<file path="src/sslc_regs.vh">
// Latch codes, field positions and timing constants for the serial load port.
// Included by the port only; holds definitions only.
`ifndef SSLC_REGS_VH
`define SSLC_REGS_VH
`define SSLC_CODE_REF       2'h0
`define SSLC_CODE_FB        2'h1
`define SSLC_CODE_FUNC      2'h2
`define SSLC_CODE_INIT      2'h3
`define SSLC_WORD_BITS      24
`define SSLC_CODE_LSB       0
`define SSLC_CODE_MSB       1
`define SSLC_HOLD_BIT       2
`define SSLC_PD1_BIT        3
`define SSLC_PD2_BIT        21
`define SSLC_CP3S_BIT       4
`define SSLC_LATCH_RESET    24'h000000
`define SSLC_CLK_MHZ        100
`define SSLC_SCLK_MAX_MHZ   20
`define SSLC_PULSE_CYC      4
`endif

</file>
<file path="src/sslc_port.v">
// Serial load port of the synthesizer: shift register, word latches and the
// counter hold control. Assumes the four pins are asynchronous to clk.
//
// Notes on behaviour
// - While the hold bit is set, counters sit at load point and pump is off.
// - The hold bit never requests a synchronous power-down.
// - Reloading function with hold cleared releases the counters while chip enable is high.
// - Release restarts counters from load point, as initialization does.
// - Data is sampled into a 24-bit shift register on each rising clock.
// - A rising strobe copies the word to the latch named by its two LSBs.
// - The port is write only and offers no read-back.
// - Code 11 loads the function latch too and pulses a counter reset.
// - Shifting and latching keep working during any power-down.
`include "sslc_regs.vh"
`timescale 1ns/1ps
module sslc_port #(
  parameter PULSE_CYC = `SSLC_PULSE_CYC
) (
  // Clock and reset
  input  wire        clk,
  input  wire        rst,
  // Serial pins
  input  wire        serial_clk,
  input  wire        serial_data,
  input  wire        word_transfer_strobe,
  input  wire        chip_enable,
  // Latch contents
  output reg  [23:0] reference_divider_latch,
  output reg  [23:0] feedback_divider_latch,
  output reg  [23:0] function_config_latch,
  // Counter and pump control
  output reg         counter_hold_bit,
  output reg         counters_at_load,
  output reg         pump_three_state,
  output reg         sync_pd_req,
  output reg         async_pd
);
  // ------------------------------------------------------------
  // Pin synchronisers
  // ------------------------------------------------------------
  wire sclk_s;
  wire sdat_s;
  wire stb_s;
  wire ce_s;
  sslc_sync #(
    .RST_VAL (1'b0)
  ) u_sclk (
    .clk  (clk),
    .rst  (rst),
    .din  (serial_clk),
    .dout (sclk_s)
  );
  sslc_sync #(
    .RST_VAL (1'b0)
  ) u_sdat (
    .clk  (clk),
    .rst  (rst),
    .din  (serial_data),
    .dout (sdat_s)
  );
  // The strobe idles high, so its flops reset high to avoid a false edge.
  sslc_sync #(
    .RST_VAL (1'b1)
  ) u_stb (
    .clk  (clk),
    .rst  (rst),
    .din  (word_transfer_strobe),
    .dout (stb_s)
  );
  sslc_sync #(
    .RST_VAL (1'b0)
  ) u_ce (
    .clk  (clk),
    .rst  (rst),
    .din  (chip_enable),
    .dout (ce_s)
  );

  // ------------------------------------------------------------
  // Shift register
  // ------------------------------------------------------------
  // Data is delayed the same two flops as the clock, so set-up is preserved;
  // the serial clock must stay high and low for at least two clk periods.
  reg        sclk_d_r;
  reg        stb_d_r;
  reg [23:0] shift_r;
  wire       sclk_rise = sclk_s & ~sclk_d_r;
  wire       stb_rise  = stb_s & ~stb_d_r;

  // Tests the two control bits of a word against one latch code.
  function code_is;
    input [23:0] word;
    input [1:0]  sel;
    begin
      code_is = (word[`SSLC_CODE_MSB:`SSLC_CODE_LSB] == sel);
    end
  endfunction

  // The strobe edge detector resets high, matching the idle strobe level.
  always @(posedge clk) begin
    if (rst) begin
      sclk_d_r <= 1'b0;
      stb_d_r  <= 1'b1;
      shift_r  <= `SSLC_LATCH_RESET;
    end else begin
      sclk_d_r <= sclk_s;
      stb_d_r  <= stb_s;
      // Shifting ignores chip enable and the power-down bits.
      if (sclk_rise) begin
        shift_r <= {shift_r[22:0], sdat_s};
      end
    end
  end

  // ------------------------------------------------------------
  // Word decode
  // ------------------------------------------------------------
  wire load_ref  = stb_rise & code_is(shift_r, `SSLC_CODE_REF);
  wire load_fb   = stb_rise & code_is(shift_r, `SSLC_CODE_FB);
  wire load_func = stb_rise & code_is(shift_r, `SSLC_CODE_FUNC);
  wire load_init = stb_rise & code_is(shift_r, `SSLC_CODE_INIT);

  // ------------------------------------------------------------
  // Word latches
  // ------------------------------------------------------------
  // No read path exists; latches only ever leave as control outputs.
  reg [23:0] ref_nxt;
  reg [23:0] fb_nxt;
  reg [23:0] func_nxt;

  always @* begin
    ref_nxt  = reference_divider_latch;
    fb_nxt   = feedback_divider_latch;
    func_nxt = function_config_latch;
    if (load_ref) begin
      ref_nxt = shift_r;
    end else if (load_fb) begin
      fb_nxt = shift_r;
    end else if (load_func) begin
      func_nxt = shift_r;
    end else if (load_init) begin
      func_nxt = shift_r;
    end
  end

  always @(posedge clk) begin
    if (rst) begin
      reference_divider_latch <= `SSLC_LATCH_RESET;
      feedback_divider_latch  <= `SSLC_LATCH_RESET;
      function_config_latch   <= `SSLC_LATCH_RESET;
    end else begin
      reference_divider_latch <= ref_nxt;
      feedback_divider_latch  <= fb_nxt;
      function_config_latch   <= func_nxt;
    end
  end

  // ------------------------------------------------------------
  // Internal counter reset pulse
  // ------------------------------------------------------------
  // An initialization word fires the pulse and arms a second one for the
  // first feedback load after it; later feedback loads leave counters alone.
  // PULSE_CYC must lie between 1 and 7 to fit the three-bit counter.
  localparam [3:0] ST_RUN   = 4'h1;
  localparam [3:0] ST_INITP = 4'h2;
  localparam [3:0] ST_ARMED = 4'h4;
  localparam [3:0] ST_FBP   = 4'h8;

  reg [3:0] state_r;
  reg [3:0] state_nxt;
  reg [2:0] pulse_cnt_r;
  reg [2:0] pulse_cnt_nxt;
  wire      pulse_on = (state_r == ST_INITP) | (state_r == ST_FBP);
  wire      fb_armed = (state_r == ST_INITP) | (state_r == ST_ARMED);

  always @* begin
    state_nxt     = state_r;
    pulse_cnt_nxt = pulse_cnt_r;
    case (state_r)
      ST_INITP: begin
        pulse_cnt_nxt = pulse_cnt_r - 3'h1;
        if (pulse_cnt_r == 3'h1) begin
          state_nxt = ST_ARMED;
        end
      end
      ST_FBP: begin
        pulse_cnt_nxt = pulse_cnt_r - 3'h1;
        if (pulse_cnt_r == 3'h1) begin
          state_nxt = ST_RUN;
        end
      end
      default: begin
        state_nxt     = state_r;
        pulse_cnt_nxt = pulse_cnt_r;
      end
    endcase
    if (load_init) begin
      state_nxt     = ST_INITP;
      pulse_cnt_nxt = PULSE_CYC[2:0];
    end else if (load_fb && fb_armed) begin
      state_nxt     = ST_FBP;
      pulse_cnt_nxt = PULSE_CYC[2:0];
    end
  end

  always @(posedge clk) begin
    if (rst) begin
      state_r     <= ST_RUN;
      pulse_cnt_r <= 3'h0;
    end else begin
      state_r     <= state_nxt;
      pulse_cnt_r <= pulse_cnt_nxt;
    end
  end

  // ------------------------------------------------------------
  // Counter hold and pump control
  // ------------------------------------------------------------
  // Counters are held at load point rather than stopped mid-count, so a
  // release always restarts from the same phase.
  wire hold_now    = function_config_latch[`SSLC_HOLD_BIT];
  wire pd1         = function_config_latch[`SSLC_PD1_BIT];
  wire pd2         = function_config_latch[`SSLC_PD2_BIT];
  wire at_load_nxt = hold_now | pulse_on | ~ce_s;
  wire pump_nxt    = at_load_nxt | function_config_latch[`SSLC_CP3S_BIT];

  always @(posedge clk) begin
    if (rst) begin
      counter_hold_bit <= 1'b0;
      counters_at_load <= 1'b0;
      pump_three_state <= 1'b0;
      sync_pd_req      <= 1'b0;
      async_pd         <= 1'b0;
    end else begin
      counter_hold_bit <= hold_now;
      counters_at_load <= at_load_nxt;
      pump_three_state <= pump_nxt;
      // Only the power-down bits and chip enable reach these, never hold.
      sync_pd_req      <= ce_s & pd1 & pd2;
      async_pd         <= ~ce_s | (pd1 & ~pd2);
    end
  end
endmodule

</file>
<file path="src/sslc_sync.v">
// Two-flop synchroniser for one level from outside the clock domain.
// Assumes the input is asynchronous to clk; only stage two is read.
`timescale 1ns/1ps
// The reset level is a parameter so an idle-high pin shows no false edge.
module sslc_sync #(
  parameter RST_VAL = 1'b0
) (
  // Clock and reset
  input  wire clk,
  input  wire rst,
  // Level
  input  wire din,
  output wire dout
);
  reg meta_r;
  reg sync_r;
  always @(posedge clk) begin
    if (rst) begin
      meta_r <= RST_VAL;
      sync_r <= RST_VAL;
    end else begin
      meta_r <= din;
      sync_r <= meta_r;
    end
  end
  assign dout = sync_r;
endmodule

</file>
<file path="config.mk">
export PLATFORM = sky130hd
export DESIGN_NAME = sslc_port
export DESIGN_NICKNAME = d
export VERILOG_FILES = /design/src/sslc_port.v /design/src/sslc_sync.v
export VERILOG_INCLUDE_DIRS = /design/src /design/src/src
export SDC_FILE = /design/constraint.sdc
export NUM_CORES = 1
export LEC_CHECK = 0
export BUFFER_PORTS_ARGS = -buffer_cell sky130_fd_sc_hd__buf_2
export CAP_MARGIN = 10
export CORE_ASPECT_RATIO = 1.75
export CORE_MARGIN = 2
export CORE_UTILIZATION = 45
export DETAILED_ROUTE_END_ITERATION = 6
export HOLD_SLACK_MARGIN = 0.12
export MAX_ROUTING_LAYER = met4
export PLACE_DENSITY = 0.69
export SYNTH_ARGS = -nofsm -noshare
export SYNTH_HDL_FRONTEND = slang
export SYNTH_SLANG_ARGS = --single-unit
</file>
<file path="constraint.sdc">
create_clock -name clk -period 3.03 [get_ports clk]
set_input_delay 0.909 -clock clk [delete_from_list [all_inputs] [get_ports clk]]
set_output_delay 0.909 -clock clk [all_outputs]
set_load 0.02 [all_outputs]
</file>
==> results.toml <==
[drt]
ant_nets = 0
drt_iter0_markers = 274
drt_pass1_iterations = 4
drc = 0
post_drt_wl_per_cell_um = 14.2
vias = 3478
vias_per_cell = 5.01
wl_mm = 9.88

[yosys]
yosys_warnings = 0
synthCells = 489
syn-num-nets = 497
synth.top_cell.area_share = 0.579
syn-cell-area_um2 = 4080
yosysSeqAreaShare = 0.579
ys_seq_elements = 118
yosys-top-cells-area = "dfxtp_1 (58%), nand2_1 (17%), a21oi_1 (12%)"
ys_types = 33
yosysTopAreaCell = "dfxtp_1"
synth_area_per_cell_um2 = 8.35

[hold_path]
holdCritPathClass = "register to register"
min_delay_path_depth = 1

[global_routing]
antenna_found_initial = 0
grt_first_pass_wirelength_mm = 15.8
track_usage = 0.212
grt.overflow.total = 0
grt_max_degree = 54
grt_pass1_vias = 3263

[worst_setup_path]
criticalPathCategory = "register to register"
cp_max_fo = 14
end_kind = "register"
worstPathArrival_ns = 2.22
crit_required_ns = 3.32
start_kind = "register"
r2r_cells = 4

[cts]
cts_hold_buf = 0
cts_setup_buffers = 0
clk_pin_slew_worst_paths_ns = 0.05
cts_tree = "built"
cts_made_buffers = 17
cts_buffer_depth = 2
htreeDepth = 4
cts_root_buf = "clkbuf_16"
clk_latency_ns = 0.41
post_cts_resized = 0
clock-sinks = 118

[outcome]
outcome = "complete, no violations"

[cells_and_area]
nets = 569
area_delta_synth_final_pct = 26.7
diodes = 0
layout-drive-gt1-share = 0.220

[sta]
hold_viol_final = 0
skew_ns = 0.00846
timing.slew.headroom = 0.286
period_minus_slack_ns = 1.93
max_freq_ghz = 0.518
setup_tns_ns = 0
worst_pin_slew_ns = 1.07
drv_slew = 0
setup_violations = 0
period_share = 0.637
rsz0062_at_grt = "no"
whs_ns = 0.405

[die]
start_util = 0.458
ios = 83
die_h_um = 130
rows = 46
dieArea_um2 = 9880
die_x_um = 76.0
core_um2 = 8920

[placed_design]
place_congestion = 0.838
dp_hpwl_mm = 6.30
portBuffers = 82

[power_and_ir_drop]
powerDensity_nw_per_um2 = 708
ir_worst_vdd_v = 0.000470
leakage_nw = 2.06

[flow_run]
cap_viol_max_count = 0
[cells by family after synthesis]
logic type	share of synthesized area
AOI/OAI and AO/OA	0.127
xor gates and xnor gates	0.00859
adders and majority gates	0.00613
buffers and inverters	0.0408
DFF	0.579
muxes	0.00276
and+or+nand+nor	0.236
[where the power goes]
part	internal [mW]	total, mW	switching, mW
sequential	1.56	1.57	0.00344
clock	1.37	2.04	0.665
combinational	0.0150	0.0582	0.0432
total	2.95	3.66	0.712
[layer usage]
layer,vias to the layer above,routed length [µm],GRT usage
li1,1733,-,-
met1,1644,3880,0.220
met2,90,5380,0.371
met3,11,456,0.0602
met4,0,170,0.103
met5,-,0,-
[metrics by stage]
step                instance area [µm²]  std cells  total power, mW  setup WS [ns]  utilization
floorplan                          4080        489             1.64           1.22            -
global placement                   4560        662             1.66           1.13        0.511
CTS                                5170        694             3.69           1.07        0.580
detailed placement                 4560        662             1.66           1.11        0.511
global route                       5170        694             3.77          0.956        0.580
finish                             5170        694             3.66           1.10        0.580
[critical path, stage by stage (launching register included)]
cell and delay (ns):
dfxtp_1 0.49, nor4bb_4 0.78, nand3_2 0.22, nand2_1 0.21
o21bai_1 0.10
[cell usage in the layout, fill, tap and decap left out, drive strengths merged, types with 2 or more instances in the layout]
master,instances
buf,87
ha,2
inv,4
clkbuf,23
nand2b,4
dfxtp,118
clkinv,5
xnor2,2
xor2,2
nor2,8
and3b,2
or2,3
nor2b,9
bufinv,3
nor3b,3
nand3,3
nand2,184
a21oi,94
nor3,4
[synthesized netlist by cell type]
library cell  number
nor2b_1            9
and3b_1            2
clkbuf_1          21
mux2_2             1
or3_1              1
nand3_2            1
nor4b_1            1
a21oi_1           94
inv_1              4
nor3_1             3
xor2_1             2
and4b_1            1
a221oi_2           1
nand3_1            2
nor3b_1            3
nor3_2             1
o41ai_1            1
nand2b_1           4
a41oi_1            1
nand3b_1           1
nor2_1             8
o21bai_1           1
nand2_1          184
nor4bb_1           1
buf_2             10
or2_2              3
or4_1              1
xnor2_1            2
dfxtp_1          118
or3b_1             1
a31oi_1            1
ha_1               2
buf_4              3
[final timing paths]
| path | slack (ns) | to | start |
|---|---|---|---|
| setup / recovery | 1.10 | state_r[0]$_SDFFE_PP1P_ | shift_r[0]$_SDFFE_PP0P_ |
| hold / removal | 0.41 | u_stb.dout$_SDFF_PP1_ | u_stb.meta_r$_SDFF_PP1_ |
| setup reg to reg | 1.10 | state_r[0]$_SDFFE_PP1P_ | shift_r[0]$_SDFFE_PP0P_ |
| hold reg to reg | 0.41 | u_stb.dout$_SDFF_PP1_ | u_stb.meta_r$_SDFF_PP1_ |
[layout make-up]
type | instances | area, µm²
Tap cell | 120 | 150
Multi-Input combinational cell | 333 | 1570
Fill cell | 810 | 3750
Clock buffer | 23 | 488
Inverter | 4 | 15.0
Clock inverter | 9 | 123
Sequential cell | 118 | 2360
Timing Repair Buffer | 87 | 463
[flip-flops by register name (all words and copies together), names as in the netlist, 3 cells and up]
signal	count
feedback_divider_latch	24
function_config_latch	24
shift_r	24
reference_divider_latch	24
pulse_cnt_r	3
state_r	4
No activity file was read; power rests on OpenSTA's default activity.
